File: src/ufi_map.svh
`ifndef UFI_MAP_SVH
`define UFI_MAP_SVH

// ----------------------------------------------------------------
// Register offsets (each writable one has CLR/SET/INV aliases at +4/+8/+C)
// ----------------------------------------------------------------
`define UFI_OFF_OTG_IE      3'h0
`define UFI_OFF_OTG_FLAGS   3'h1
`define UFI_OFF_USB_FLAGS   3'h2
`define UFI_OFF_USB_IE      3'h3
`define UFI_OFF_ERR_EN      3'h4
`define UFI_OFF_ERR_FLAGS   3'h5
`define UFI_OFF_XFER_STAT   3'h6
`define UFI_OFF_CTRL        3'h7

// ----------------------------------------------------------------
// Field positions
// ----------------------------------------------------------------
`define UFI_B_ID            7
`define UFI_B_TIMER         6
`define UFI_B_LINE          5
`define UFI_B_ACTV          4
`define UFI_B_SESSVD        3
`define UFI_B_SESSEND       2
`define UFI_B_VBUSVD        0
`define UFI_B_STALL         7
`define UFI_B_ATTACH        6
`define UFI_B_RESUME        5
`define UFI_B_IDLE          4
`define UFI_B_TOKEN         3
`define UFI_B_SOF           2
`define UFI_B_ERRSUM        1
`define UFI_B_RST_DET       0
`define UFI_B_HOST_EN       0

// ----------------------------------------------------------------
// Implemented bits and reset values
// ----------------------------------------------------------------
`define UFI_MASK_FD         8'hFD
`define UFI_MASK_CTRL       8'h01
`define UFI_RST_REG         8'h00

// ----------------------------------------------------------------
// Timing
// ----------------------------------------------------------------
`define UFI_CLK_PERIOD_NS   25
`define UFI_T_LINE_NS       2500
`define UFI_T_IDLE_NS       3000000
`define UFI_T_MS_NS         1000000
`define UFI_CYC_LINE  ((`UFI_T_LINE_NS + `UFI_CLK_PERIOD_NS - 1) / `UFI_CLK_PERIOD_NS)
`define UFI_CYC_IDLE  ((`UFI_T_IDLE_NS + `UFI_CLK_PERIOD_NS - 1) / `UFI_CLK_PERIOD_NS)
`define UFI_CYC_MS    (`UFI_T_MS_NS / `UFI_CLK_PERIOD_NS)

// ----------------------------------------------------------------
// Transfer status queue
// ----------------------------------------------------------------
`define UFI_STAT_DEPTH      4

`endif

File: src/ufi_pkg.sv
`default_nettype none

package ufi_pkg;

    // ------------------------------------------------------------
    // Write alias selected by address bits 3:2
    // ------------------------------------------------------------
    typedef enum logic [1:0] {
        UFI_AL_REG = 2'h0,
        UFI_AL_CLR = 2'h1,
        UFI_AL_SET = 2'h2,
        UFI_AL_INV = 2'h3
    } ufi_alias_e;

    // ------------------------------------------------------------
    // Line class of the synchronised data lines, one-hot
    // ------------------------------------------------------------
    typedef enum logic [3:0] {
        UFI_LN_SE0 = 4'h1,
        UFI_LN_J   = 4'h2,
        UFI_LN_K   = 4'h4,
        UFI_LN_SE1 = 4'h8
    } ufi_line_e;

    // ------------------------------------------------------------
    // Event strobes from the protocol engine
    // ------------------------------------------------------------
    typedef struct packed {
        logic       stall_rx;
        logic       stall_tx;
        logic       sof_rx;
        logic       sof_thresh;
        logic       token_done;
        logic [7:0] token_stat;
        logic [7:0] err;
    } ufi_evt_s;

    // ------------------------------------------------------------
    // OTG comparator and ID pins
    // ------------------------------------------------------------
    typedef struct packed {
        logic id;
        logic vbus_valid;
        logic sess_valid;
        logic sess_end;
    } ufi_otg_s;

endpackage

`default_nettype wire

File: src/ufi_irq_flags.sv
// Register access over AXI4-Lite and the placing of the registers were decided locally.
`include "ufi_map.svh"
`default_nettype none

module ufi_irq_flags
    import ufi_pkg::*;
#(
    parameter int unsigned IDLE_CYC = `UFI_CYC_IDLE,
    parameter int unsigned MS_CYC   = `UFI_CYC_MS
) (
    // Clock and reset
    input  wire logic        aclk,
    input  wire logic        aresetn,
    // AXI4-Lite write channels
    input  wire logic [11:0] s_axi_awaddr,
    input  wire logic        s_axi_awvalid,
    output var  logic        s_axi_awready,
    input  wire logic [31:0] s_axi_wdata,
    input  wire logic [3:0]  s_axi_wstrb,
    input  wire logic        s_axi_wvalid,
    output var  logic        s_axi_wready,
    output var  logic [1:0]  s_axi_bresp,
    output var  logic        s_axi_bvalid,
    input  wire logic        s_axi_bready,
    // AXI4-Lite read channels
    input  wire logic [11:0] s_axi_araddr,
    input  wire logic        s_axi_arvalid,
    output var  logic        s_axi_arready,
    output var  logic [31:0] s_axi_rdata,
    output var  logic [1:0]  s_axi_rresp,
    output var  logic        s_axi_rvalid,
    input  wire logic        s_axi_rready,
    // Protocol engine events
    input  wire ufi_evt_s    evt,
    output var  logic        token_ready,
    // Bus and OTG pins
    input  wire logic        line_dp,
    input  wire logic        line_dm,
    input  wire ufi_otg_s    otg_pins,
    // Interrupt request
    output var  logic        irq
);

    // ------------------------------------------------------------
    // Alias write helper
    // ------------------------------------------------------------
    function automatic logic [7:0] apply_wr(input logic [7:0] old, input logic [7:0] wd,
                                            input ufi_alias_e al, input logic w1c);
        unique case (al)
            UFI_AL_REG: apply_wr = w1c ? (old & ~wd) : wd;
            UFI_AL_CLR: apply_wr = old & ~wd;
            UFI_AL_SET: apply_wr = old | wd;
            UFI_AL_INV: apply_wr = old ^ wd;
        endcase
    endfunction

    localparam logic [16:0] CYC_LINE = 17'(`UFI_CYC_LINE);
    localparam logic [16:0] CYC_IDLE = 17'(IDLE_CYC);
    localparam logic [16:0] CYC_MS   = 17'(MS_CYC);
    localparam logic [2:0]  DEPTH    = 3'(`UFI_STAT_DEPTH);

    // ------------------------------------------------------------
    // Pin synchronisers
    // ------------------------------------------------------------
    logic [5:0] pin_meta_q;
    logic [5:0] pin_sync_q;
    logic [5:0] pin_prev_q;

    // Two flops per pin, then an edge reference
    always_ff @(posedge aclk) begin
        if (!aresetn) begin
            pin_meta_q <= 6'h00;
            pin_sync_q <= 6'h00;
            pin_prev_q <= 6'h00;
        end else begin
            pin_meta_q <= {line_dp, line_dm, otg_pins};
            pin_sync_q <= pin_meta_q;
            pin_prev_q <= pin_sync_q;
        end
    end

    logic      dp_s;
    logic      dm_s;
    logic      line_chg;
    ufi_line_e line_cls;
    logic [3:0] otg_chg;

    // Line class and change strobes
    always_comb begin
        dp_s     = pin_sync_q[5];
        dm_s     = pin_sync_q[4];
        line_chg = pin_sync_q[5:4] != pin_prev_q[5:4];
        otg_chg  = pin_sync_q[3:0] ^ pin_prev_q[3:0];
        unique case ({dp_s, dm_s})
            2'b00:   line_cls = UFI_LN_SE0;
            2'b10:   line_cls = UFI_LN_J;
            2'b01:   line_cls = UFI_LN_K;
            default: line_cls = UFI_LN_SE1;
        endcase
    end

    // ------------------------------------------------------------
    // Line monitor: stable counter, attach state, ms timer
    // ------------------------------------------------------------
    logic [16:0] stable_q, stable_d;
    logic [16:0] ms_q, ms_d;
    logic        attached_q, attached_d;
    logic        ev_attach, ev_detach, ev_reset, ev_resume, ev_idle, ev_line, ev_ms;
    logic        host_en;
    logic        quiet_hit;

    // Counts cycles since the last line change and derives bus events
    always_comb begin
        stable_d   = line_chg ? 17'h00000 :
                     (stable_q == 17'h1FFFF) ? stable_q : stable_q + 17'h00001;
        quiet_hit  = !line_chg && (stable_q == CYC_LINE - 17'h00001);
        ev_line    = quiet_hit;
        ev_resume  = quiet_hit && (line_cls == UFI_LN_K);
        ev_idle    = !line_chg && (line_cls == UFI_LN_J)
                     && (stable_q == CYC_IDLE - 17'h00001);
        ev_attach  = quiet_hit && host_en && !attached_q
                     && (line_cls != UFI_LN_SE0);
        ev_detach  = quiet_hit && host_en && attached_q
                     && (line_cls == UFI_LN_SE0);
        ev_reset   = quiet_hit && !host_en && (line_cls == UFI_LN_SE0);
        attached_d = !host_en ? 1'b0 :
                     ev_attach ? 1'b1 : ev_detach ? 1'b0 : attached_q;
        ev_ms      = (ms_q == CYC_MS - 17'h00001);
        ms_d       = ev_ms ? 17'h00000 : ms_q + 17'h00001;
    end

    // Registers the line monitor
    always_ff @(posedge aclk) begin
        if (!aresetn) begin
            stable_q   <= 17'h00000;
            ms_q       <= 17'h00000;
            attached_q <= 1'b0;
        end else begin
            stable_q   <= stable_d;
            ms_q       <= ms_d;
            attached_q <= attached_d;
        end
    end

    // ------------------------------------------------------------
    // AXI4-Lite handshakes
    // ------------------------------------------------------------
    logic        awready_q, awready_d, wready_q, wready_d;
    logic        aw_hold_q, aw_hold_d, w_hold_q, w_hold_d;
    logic [11:0] aw_addr_q, aw_addr_d;
    logic [7:0]  w_data_q, w_data_d;
    logic        w_lane_q, w_lane_d;
    logic        bvalid_q, bvalid_d, arready_q, arready_d, rvalid_q, rvalid_d;
    logic [1:0]  bresp_q, bresp_d, rresp_q, rresp_d;
    logic [31:0] rdata_q, rdata_d;
    logic        do_wr, wr_hit;
    logic [2:0]  wr_idx;
    ufi_alias_e  wr_al;
    logic [7:0]  rd_byte;
    logic        rd_hit;

    // Storage registers
    logic [7:0] otg_ie_q, otg_ie_d, otg_fl_q, otg_fl_d;
    logic [7:0] usb_fl_q, usb_fl_d, usb_ie_q, usb_ie_d;
    logic [7:0] err_en_q, err_en_d, err_fl_q, err_fl_d;
    logic [7:0] ctrl_q, ctrl_d;
    logic [7:0] usb_view;
    logic       irq_q, irq_d;
    logic [7:0] stat_mem_q [`UFI_STAT_DEPTH];
    logic [7:0] stat_mem_d [`UFI_STAT_DEPTH];
    logic [1:0] rd_ptr_q, rd_ptr_d, wr_ptr_q, wr_ptr_d;
    logic [2:0] cnt_q, cnt_d;
    logic       tok_ready_q, tok_ready_d;

    // Read view of a register index; upper bits stay zero
    always_comb begin
        rd_hit  = s_axi_araddr[11:7] == 5'h00;
        rd_byte = 8'h00;
        unique case (s_axi_araddr[6:4])
            `UFI_OFF_OTG_IE:    rd_byte = otg_ie_q & `UFI_MASK_FD;
            `UFI_OFF_OTG_FLAGS: rd_byte = otg_fl_q;
            `UFI_OFF_USB_FLAGS: rd_byte = usb_view;
            `UFI_OFF_USB_IE:    rd_byte = usb_ie_q;
            `UFI_OFF_ERR_EN:    rd_byte = err_en_q;
            `UFI_OFF_ERR_FLAGS: rd_byte = err_fl_q;
            `UFI_OFF_XFER_STAT: rd_byte = stat_mem_q[rd_ptr_q];
            `UFI_OFF_CTRL:      rd_byte = ctrl_q;
        endcase
    end

    // Channel handshakes: one write and one read at a time
    always_comb begin
        awready_d = awready_q;
        wready_d  = wready_q;
        aw_hold_d = aw_hold_q;
        w_hold_d  = w_hold_q;
        aw_addr_d = aw_addr_q;
        w_data_d  = w_data_q;
        w_lane_d  = w_lane_q;
        bvalid_d  = bvalid_q;
        bresp_d   = bresp_q;
        arready_d = arready_q;
        rvalid_d  = rvalid_q;
        rresp_d   = rresp_q;
        rdata_d   = rdata_q;
        if (s_axi_awvalid && awready_q) begin
            aw_hold_d = 1'b1;
            aw_addr_d = s_axi_awaddr;
            awready_d = 1'b0;
        end
        if (s_axi_wvalid && wready_q) begin
            w_hold_d = 1'b1;
            w_data_d = s_axi_wdata[7:0];
            w_lane_d = s_axi_wstrb[0];
            wready_d = 1'b0;
        end
        do_wr = aw_hold_q && w_hold_q && !bvalid_q;
        if (do_wr) begin
            aw_hold_d = 1'b0;
            w_hold_d  = 1'b0;
            bvalid_d  = 1'b1;
            bresp_d   = (aw_addr_q[11:7] == 5'h00) ? 2'h0 : 2'h2;
        end
        if (bvalid_q && s_axi_bready) begin
            bvalid_d  = 1'b0;
            awready_d = 1'b1;
            wready_d  = 1'b1;
        end
        if (s_axi_arvalid && arready_q) begin
            arready_d = 1'b0;
            rvalid_d  = 1'b1;
            rdata_d   = {24'h000000, rd_byte};
            rresp_d   = rd_hit ? 2'h0 : 2'h2;
        end
        if (rvalid_q && s_axi_rready) begin
            rvalid_d  = 1'b0;
            arready_d = 1'b1;
        end
    end

    // Registers the bus slave
    always_ff @(posedge aclk) begin
        if (!aresetn) begin
            awready_q <= 1'b1;
            wready_q  <= 1'b1;
            aw_hold_q <= 1'b0;
            w_hold_q  <= 1'b0;
            aw_addr_q <= 12'h000;
            w_data_q  <= 8'h00;
            w_lane_q  <= 1'b0;
            bvalid_q  <= 1'b0;
            bresp_q   <= 2'h0;
            arready_q <= 1'b1;
            rvalid_q  <= 1'b0;
            rresp_q   <= 2'h0;
            rdata_q   <= 32'h00000000;
        end else begin
            awready_q <= awready_d;
            wready_q  <= wready_d;
            aw_hold_q <= aw_hold_d;
            w_hold_q  <= w_hold_d;
            aw_addr_q <= aw_addr_d;
            w_data_q  <= w_data_d;
            w_lane_q  <= w_lane_d;
            bvalid_q  <= bvalid_d;
            bresp_q   <= bresp_d;
            arready_q <= arready_d;
            rvalid_q  <= rvalid_d;
            rresp_q   <= rresp_d;
            rdata_q   <= rdata_d;
        end
    end

    // ------------------------------------------------------------
    // Register file, flags and status queue
    // ------------------------------------------------------------
    logic [7:0] usb_set, otg_set, usb_sw;
    logic       tok_clr, tok_push, tok_pop, err_sum;

    // Software writes first, then hardware sets win over clears
    always_comb begin
        host_en  = ctrl_q[`UFI_B_HOST_EN];
        wr_hit   = do_wr && w_lane_q && (aw_addr_q[11:7] == 5'h00);
        wr_idx   = aw_addr_q[6:4];
        wr_al    = ufi_alias_e'(aw_addr_q[3:2]);
        err_sum  = |(err_fl_q & err_en_q);
        usb_view = {usb_fl_q[7:2], err_sum, usb_fl_q[0]};
        otg_ie_d = otg_ie_q;
        otg_fl_d = otg_fl_q;
        usb_sw   = usb_fl_q;
        usb_ie_d = usb_ie_q;
        err_en_d = err_en_q;
        err_fl_d = err_fl_q;
        ctrl_d   = ctrl_q;
        if (wr_hit) begin
            unique case (wr_idx)
                `UFI_OFF_OTG_IE:    otg_ie_d = apply_wr(otg_ie_q, w_data_q, wr_al, 1'b0)
                                               & `UFI_MASK_FD;
                `UFI_OFF_OTG_FLAGS: otg_fl_d = apply_wr(otg_fl_q, w_data_q, wr_al, 1'b1)
                                               & `UFI_MASK_FD;
                `UFI_OFF_USB_FLAGS: usb_sw   = apply_wr(usb_fl_q, w_data_q, wr_al, 1'b1)
                                               & `UFI_MASK_FD;
                `UFI_OFF_USB_IE:    usb_ie_d = apply_wr(usb_ie_q, w_data_q, wr_al, 1'b0);
                `UFI_OFF_ERR_EN:    err_en_d = apply_wr(err_en_q, w_data_q, wr_al, 1'b0);
                `UFI_OFF_ERR_FLAGS: err_fl_d = apply_wr(err_fl_q, w_data_q, wr_al, 1'b1);
                `UFI_OFF_XFER_STAT: ctrl_d   = ctrl_q;
                `UFI_OFF_CTRL:      ctrl_d   = apply_wr(ctrl_q, w_data_q, wr_al, 1'b0)
                                               & `UFI_MASK_CTRL;
            endcase
        end
        tok_clr  = usb_fl_q[`UFI_B_TOKEN] && !usb_sw[`UFI_B_TOKEN];
        tok_pop  = tok_clr && (cnt_q != 3'h0);
        tok_push = evt.token_done && (cnt_q != DEPTH);
        otg_set  = 8'h00;
        otg_set[`UFI_B_ID]      = otg_chg[3];
        otg_set[`UFI_B_TIMER]   = ev_ms;
        otg_set[`UFI_B_LINE]    = ev_line;
        otg_set[`UFI_B_ACTV]    = line_chg;
        otg_set[`UFI_B_SESSVD]  = otg_chg[1];
        otg_set[`UFI_B_SESSEND] = otg_chg[0];
        otg_set[`UFI_B_VBUSVD]  = otg_chg[2];
        usb_set  = 8'h00;
        usb_set[`UFI_B_STALL]   = host_en ? evt.stall_rx : evt.stall_tx;
        usb_set[`UFI_B_ATTACH]  = ev_attach;
        usb_set[`UFI_B_RESUME]  = ev_resume;
        usb_set[`UFI_B_IDLE]    = ev_idle;
        usb_set[`UFI_B_TOKEN]   = evt.token_done || (tok_clr && cnt_q > 3'h1);
        usb_set[`UFI_B_SOF]     = host_en ? evt.sof_thresh : evt.sof_rx;
        usb_set[`UFI_B_RST_DET] = ev_reset || ev_detach;
        usb_fl_d = (usb_sw | usb_set) & `UFI_MASK_FD;
        otg_fl_d = otg_fl_d | otg_set;
        err_fl_d = err_fl_d | evt.err;
        irq_d    = |(otg_fl_q & otg_ie_q) | |(usb_view & usb_ie_q);
    end

    // Transfer status queue pointers and storage
    always_comb begin
        stat_mem_d = stat_mem_q;
        wr_ptr_d   = wr_ptr_q;
        rd_ptr_d   = rd_ptr_q;
        if (tok_push) begin
            stat_mem_d[wr_ptr_q] = evt.token_stat;
            wr_ptr_d             = wr_ptr_q + 2'h1;
        end
        if (tok_pop) begin
            rd_ptr_d = rd_ptr_q + 2'h1;
        end
        cnt_d       = cnt_q + {2'h0, tok_push} - {2'h0, tok_pop};
        tok_ready_d = cnt_d != DEPTH;
    end

    // Registers the register file and queue
    always_ff @(posedge aclk) begin
        if (!aresetn) begin
            otg_ie_q    <= `UFI_RST_REG;
            otg_fl_q    <= `UFI_RST_REG;
            usb_fl_q    <= `UFI_RST_REG;
            usb_ie_q    <= `UFI_RST_REG;
            err_en_q    <= `UFI_RST_REG;
            err_fl_q    <= `UFI_RST_REG;
            ctrl_q      <= `UFI_RST_REG;
            irq_q       <= 1'b0;
            wr_ptr_q    <= 2'h0;
            rd_ptr_q    <= 2'h0;
            cnt_q       <= 3'h0;
            tok_ready_q <= 1'b0;
            for (int i = 0; i < `UFI_STAT_DEPTH; i++) begin
                stat_mem_q[i] <= 8'h00;
            end
        end else begin
            otg_ie_q    <= otg_ie_d;
            otg_fl_q    <= otg_fl_d;
            usb_fl_q    <= usb_fl_d;
            usb_ie_q    <= usb_ie_d;
            err_en_q    <= err_en_d;
            err_fl_q    <= err_fl_d;
            ctrl_q      <= ctrl_d;
            irq_q       <= irq_d;
            wr_ptr_q    <= wr_ptr_d;
            rd_ptr_q    <= rd_ptr_d;
            cnt_q       <= cnt_d;
            tok_ready_q <= tok_ready_d;
            stat_mem_q  <= stat_mem_d;
        end
    end

    // ------------------------------------------------------------
    // Outputs
    // ------------------------------------------------------------
    assign s_axi_awready = awready_q;
    assign s_axi_wready  = wready_q;
    assign s_axi_bvalid  = bvalid_q;
    assign s_axi_bresp   = bresp_q;
    assign s_axi_arready = arready_q;
    assign s_axi_rvalid  = rvalid_q;
    assign s_axi_rresp   = rresp_q;
    assign s_axi_rdata   = rdata_q;
    assign token_ready   = tok_ready_q;
    assign irq           = irq_q;

endmodule

`default_nettype wire

File: config.mk
export PLATFORM = sky130hd
export DESIGN_NAME = ufi_irq_flags
export DESIGN_NICKNAME = d
export VERILOG_FILES = /design/src/ufi_pkg.sv /design/src/ufi_irq_flags.sv
export VERILOG_INCLUDE_DIRS = /design/src
export SDC_FILE = /design/constraint.sdc
export NUM_CORES = 1
export LEC_CHECK = 0
export ABC_CLOCK_PERIOD_IN_PS = 6720
export BUFFER_PORTS_ARGS = -buffer_cell sky130_fd_sc_hd__buf_2
export CORE_MARGIN = 2
export CORE_UTILIZATION = 60
export CTS_CLUSTER_SIZE = 10
export DETAILED_ROUTE_END_ITERATION = 16
export PLACE_DENSITY = 0.91
export SLEW_MARGIN = 30
export SYNTH_ARGS = -nofsm -noshare
export SYNTH_HDL_FRONTEND = slang
export SYNTH_SLANG_ARGS = --single-unit
File: constraint.sdc
create_clock -name aclk -period 6.72 [get_ports aclk]
set_clock_uncertainty 0.15 [all_clocks]
set_input_delay 1.344 -clock aclk [delete_from_list [all_inputs] [get_ports aclk]]
set_output_delay 1.344 -clock aclk [all_outputs]
set_load 0.05 [all_outputs]
== Word level (Yosys, flattened, before mapping) ==
Index checks and enable logic that the tools add are counted.

* Word-level logic and storage cells: 189
* Output and inout bits: 43
* Input port bits: 94
* Bits in registers: 182

* Add/sub/neg operators: 6
* Bitwise gates (word level): 33
* Reductions and logical operators: 54
* Order comparisons: 4
* Mux-type cells: 27
* Equality and inequality tests: 29

{| class="wikitable"
|+ Operators with widths
! cell !! number
|-
| 8-bit case mux with 4 select lines || 3
|-
| 8-bit AND || 9
|-
| 8-bit two-way mux || 9
|-
| 8-bit bitwise OR || 9
|-
| 8-bit case mux with 3 select lines || 3
|-
| 8-bit case mux with 8 select lines || 1
|-
| 8-bit XOR || 6
|-
| 17-bit by 1-bit adder with 17-bit output (second input constant) || 2
|-
| 17-bit == test (second input constant) || 2
|-
| 32-bit bitwise mux || 1
|-
| 1-bit logical AND || 25
|-
| 8-bit OR reduction || 3
|-
| 3-bit == test (second input constant) || 7
|-
| 17-bit by 16-bit == test with 1-bit output (second input constant) || 1
|-
| 17-bit by 7-bit == test with 1-bit output (second input constant) || 1
|-
| 8-bit binary-select mux with 2-bit select || 1
|-
| 8-bit demux with 2-bit select || 1
|-
| 3-bit by 2-bit == test with 1-bit output (second input constant) || 4
|-
| 4-bit case mux with 3 select lines || 1
|-
| 2-bit OR reduction || 6
|-
| 5-bit logical NOT || 2
|-
| 2-bit AND reduction || 5
|-
| 8-bit inverter || 1
|-
| 2-bit == test (second input constant) || 3
|-
| other kinds (29) || 47
|}

== Logic depth before layout (Yosys ltp) ==
* Depth in word-level cells: 10
* Gate-level depth with buffers: 12
* Depth with buffers taken out: 12

== Worst setup path before layout ==
No wires, ideal clock.

* Path type: input -> register
* From: input port evt[16] (netlist bit)
* To: register cnt_q[2]
* Data arrival time: 3326 ps
* Library setup time: 115 ps
* Path slack: 3129 ps
* Stages on the path: 11
* Buffers on the path: 2
* Cell sequence: o31a_1 -> clkbuf_1 -> buf_1 -> inv_1 -> ha_1 -> inv_1 -> ha_1 -> inv_1 -> fa_1 -> xor2_1 -> and2_1

* Word-level cells in the longest chain between the ends: 3

{| class="wikitable"
|+ Ends and longest elaborated chain
! item !! RTL line !! RTL
|-
| from (decl) || ufi_irq_flags.sv:34 || <nowiki>input wire ufi_evt_s evt,</nowiki>
|-
| 1-bit logical AND || ufi_irq_flags.sv:313 || <nowiki>tok_push = evt.token_done && (cnt_q != DEPTH);</nowiki>
|-
| 3-bit by 1-bit adder with 3-bit output || ufi_irq_flags.sv:348 || <nowiki>cnt_d = cnt_q + {2'h0, tok_push} - {2'h0, tok_pop};</nowiki>
|-
| 3-bit by 1-bit subtractor with 3-bit output || ufi_irq_flags.sv:348 ||
|-
| to (signal assigned) || ufi_irq_flags.sv:381 || <nowiki>cnt_q <= cnt_d;</nowiki>
|-
| to (decl) || ufi_irq_flags.sv:172 || <nowiki>logic [2:0] cnt_q, cnt_d;</nowiki>
|}

No other way between the ends.
A chain may end at the register's enable or synchronous reset.

== Final worst setup path ==
* From: register w_data_q[3]
* To: register tok_ready_q (netlist: token_ready)

* Word-level cells in the longest chain between the ends: 10

{| class="wikitable"
|+ Ends and longest elaborated chain
! item !! RTL line !! RTL
|-
| from (decl) || ufi_irq_flags.sv:151 || <nowiki>logic [7:0] w_data_q, w_data_d;</nowiki>
|-
| from (signal assigned) || ufi_irq_flags.sv:263 || <nowiki>w_data_q <= w_data_d;</nowiki>
|-
| 8-bit inverter || n/a ||
|-
| 8-bit AND || ufi_irq_flags.sv:50, ufi_irq_flags.sv:51 ||
|-
| 8-bit case mux with 3 select lines (*) || ufi_irq_flags.sv:49 || <nowiki>unique case (al)</nowiki>
|-
| 8-bit two-way mux (*) || ufi_irq_flags.sv:296 || <nowiki>unique case (wr_idx)</nowiki>
|-
| 8-bit two-way mux (*) || ufi_irq_flags.sv:295 || <nowiki>if (wr_hit) begin</nowiki>
|-
| 1-bit logical NOT (*) || ufi_irq_flags.sv:311 || <nowiki>tok_clr = usb_fl_q[`UFI_B_TOKEN] && !usb_sw[`UFI_B_TOKEN];</nowiki>
|-
| 1-bit logical AND (*) || ufi_irq_flags.sv:311 ||
|-
| 1-bit logical AND (*) || ufi_irq_flags.sv:312 || <nowiki>tok_pop = tok_clr && (cnt_q != 3'h0);</nowiki>
|-
| net tok_pop || ufi_irq_flags.sv:278 || <nowiki>logic tok_clr, tok_push, tok_pop, err_sum;</nowiki>
|-
| 3-bit by 1-bit subtractor with 3-bit output (*) || ufi_irq_flags.sv:348 ||
|-
| 3-bit != test (*) || ufi_irq_flags.sv:349 || <nowiki>tok_ready_d = cnt_d != DEPTH;</nowiki>
|-
| to (signal assigned) || ufi_irq_flags.sv:382 || <nowiki>tok_ready_q <= tok_ready_d;</nowiki>
|-
| to (decl) || ufi_irq_flags.sv:173 || <nowiki>logic tok_ready_q, tok_ready_d;</nowiki>
|}

The timed path passes the listed nets; every way through them passes the cells marked *.

==> impl_metrics.json <==
{
  "outcome": "complete, no violations",
  "fin_crit_sh_pct": 49.7,
  "yosysWarnings": 0,
  "htreeDepth": 4,
  "drc_errors": 0,
  "grt_pass1_vias": 8257,
  "setup_violations": 0,
  "coreArea_mm2": 0.0166,
  "tightest_slew_ns": 0.985,
  "place.port_buffers": 77,
  "hpwl_mm": 16.7,
  "syn_avg_cell_area_um2": 8.52,
  "hold_viol": 0,
  "io_pins": 137,
  "ys_seq_area_share_pct": 34.5,
  "final_layout_size_suffix_gt1_share_pct": 13.6,
  "grt.total_usage_pct": 27.7,
  "core.rowCount": 47,
  "grt_max_degree": 92,
  "leakage_nw": 4.32,
  "clockBufferDepth": 2,
  "initial_core_util_pct": 61.6,
  "antenna_cells": 0,
  "min_path_type": "register to register",
  "cts.sinks": 176,
  "overflow": 0,
  "netlist.area_leader.share_pct": 34.5,
  "nets": 1431,
  "instances_no_fill": 1466,
  "vias_per_cell": 5.99,
  "synthTopCellsByCount": "dfxtp_1, nand2_1, nor2_1",
  "numCtsBuffers": 17,
  "cp-start-kind": "register",
  "synthCells": 1198,
  "dpl_cell_area_mm2": 0.0105,
  "crit_type": "register to register",
  "grt_pass1_wl_mm": 40.0,
  "synth_edf_count": 0,
  "path_clk_slew_ns": 0.07,
  "clock.fmax_mhz": 299,
  "cts_tree": "built",
  "final_util_pct": 67.3,
  "max_slew_margin_pct": 34.3,
  "syn_area_mm2": 0.0102,
  "synth_top_flop_cell": "dfxtp_1",
  "antenna_found_initial": 0,
  "ys_types": 65,
  "die_x_um": 134,
  "clkLatencyLatePin_ns": 0.44,
  "postRouteAntennaNets": 0,
  "critPathArrivalTime_ns": 3.48,
  "firstDrtPassIters": 6,
  "cts_setup_buffers": 0,
  "area_growth_pct": 9.33,
  "cts_resized": 0,
  "drt-initial-drc-count": 774,
  "slew_violations": 0,
  "cts-root-buf": "clkbuf_16",
  "gp_congestion": 0.986,
  "dp.cells": 1434,
  "die_y_um": 134,
  "setup_tns_ns": 0,
  "synth_top_area_cell": "dfxtp_1",
  "final_area_mm2": 0.0112,
  "end_kind": "register",
  "wl_per_cell_um": 16.9,
  "cap_violations": 0,
  "period_needed_ns": 3.34,
  "rsz0062_at_grt": "false",
  "required_ns": 6.85,
  "cp_max_fo": 12,
  "yosysMostFrequentCell": "dfxtp_1",
  "async_flop_share_pct": 0,
  "power.density_mw_per_mm2": 231,
  "synth-seq-cells": 176,
  "dieArea_mm2": 0.0181,
  "drt-total-wl_mm": 24.8,
  "vias": 8778,
  "synth.area.top_cells": "dfxtp_1, ha_1, a21oi_1, nand2_1, nor2_1",
  "peakVddDrop_uv": 188,
  "hold_buffers": 0
}
==> final timing paths <==
| kind | to | depth (start not counted) | from | slack, ns |
|---|---|---|---|---|
| min | pin_sync_q[0]$_SDFF_PN0_ | 1 | pin_meta_q[0]$_SDFF_PN0_ | 0.28 |
| min reg2reg | pin_sync_q[0]$_SDFF_PN0_ | 1 | pin_meta_q[0]$_SDFF_PN0_ | 0.28 |
| max reg2reg | token_ready$_SDFF_PN0_ | 12 | w_data_q[3]$_SDFFE_PN0P_ | 3.38 |
| max | token_ready$_SDFF_PN0_ | 12 | w_data_q[3]$_SDFFE_PN0P_ | 3.38 |
==> per-layer routing <==
metal,track usage [%],vias up,share of wire [%]
li1,-,4171,-
met1,33.8,4147,41
met2,46.6,382,47
met3,6.12,78,7.9
met4,13.0,0,3.7
met5,0,-,0
==> where the power goes <==
group / switching (W) / internal (W) / total (W) / leakage (nW)
sequential: 0.0000456 / 0.00109 / 0.00114 / 1.44
clock: 0.000435 / 0.000590 / 0.00103 / 0.290
combinational: 0.000276 / 0.000137 / 0.000413 / 2.60
total: 0.000757 / 0.00182 / 0.00258 / 4.32
==> registers in the layout (all words and copies together), names as in the netlist, 7 cells and up <==
| register | cells |
|---|---|
| stat_mem_q | 32 |
| otg_fl_q | 7 |
| err_en_q | 8 |
| err_fl_q | 8 |
| s_axi_rdata | 8 |
| w_data_q | 8 |
| usb_fl_q | 7 |
| aw_addr_q | 10 |
| ms_q | 17 |
| stable_q | 17 |
| usb_ie_q | 8 |
| otg_ie_q | 7 |
==> cell usage in the layout, fill, tap and decap left out, types with 4 or more instances in the layout <==
master and instances:
dfxtp_1 174, o211ai_1 5, ha_1 103, buf_4 6, a22oi_1 12, a211oi_1 48
xor2_1 25, o21ai_0 35, xnor2_1 15, nand2_1 112, o21a_1 11, buf_2 77
nor3_1 10, o22ai_1 4, mux2_2 33, nor2_1 108, a21oi_1 104, and2_1 29
inv_1 76, inv_6 4, mux2i_1 26, o31ai_1 7, nor4_1 6, nand2b_1 16
nand4_1 9, and4_1 5, nand3_1 65, nand3b_1 5, and3_1 4, conb_1 26
mux4_2 8, clkbuf_16 17
==> cell type report <==
type                       count  area, um2
multi-input combinational    878       6030
tap                          220        275
inverter                      77        289
clock buffer                  18        429
timing repair buffer          83        430
sequential                   176       3530
fill                        1229       5420
clock inverter                14        178
==> cells by family (layout without fill, tap and decap cells) <==
logic type / Yosys count / after routing / share of synthesized area, %
AND/OR/NAND/NOR: 393 / 393 / 18.8
AO/OA/AOI/OAI: 248 / 248 / 15.1
other: 1 / 26 / 0.0367
flip-flops: 176 / 176 / 34.5
buffers and inverters: 169 / 192 / 7.39
adder cells (fa/ha/maj): 104 / 104 / 12.8
XOR/XNOR: 40 / 40 / 3.43
multiplexers: 67 / 67 / 7.95
==> worst max-delay path, cell delays in order (launching register included) <==
cell and delay (ns):
dfxtp_1 0.33, inv_1 0.42, ha_1 0.33, nand2b_1 0.14
a31oi_1 0.33, and4_1 0.33, ha_1 0.25, inv_1 0.06
ha_1 0.13, inv_1 0.05, fa_1 0.37, xor2_1 0.19
a31oi_1 0.11
==> stage by stage <==
step	power [W]	setup slack (ns)	hold slack, ns
final	0.00258	3.38	0.279
after global routing	0.00267	3.23	0.300
after CTS	0.00258	3.43	0.283
after detailed placement	0.00156	3.18	0.270
after global placement	0.00154	3.20	0.265
after floorplan	0.00147	3.13	0.262
Note: power is estimated with default switching activity, not from simulation.
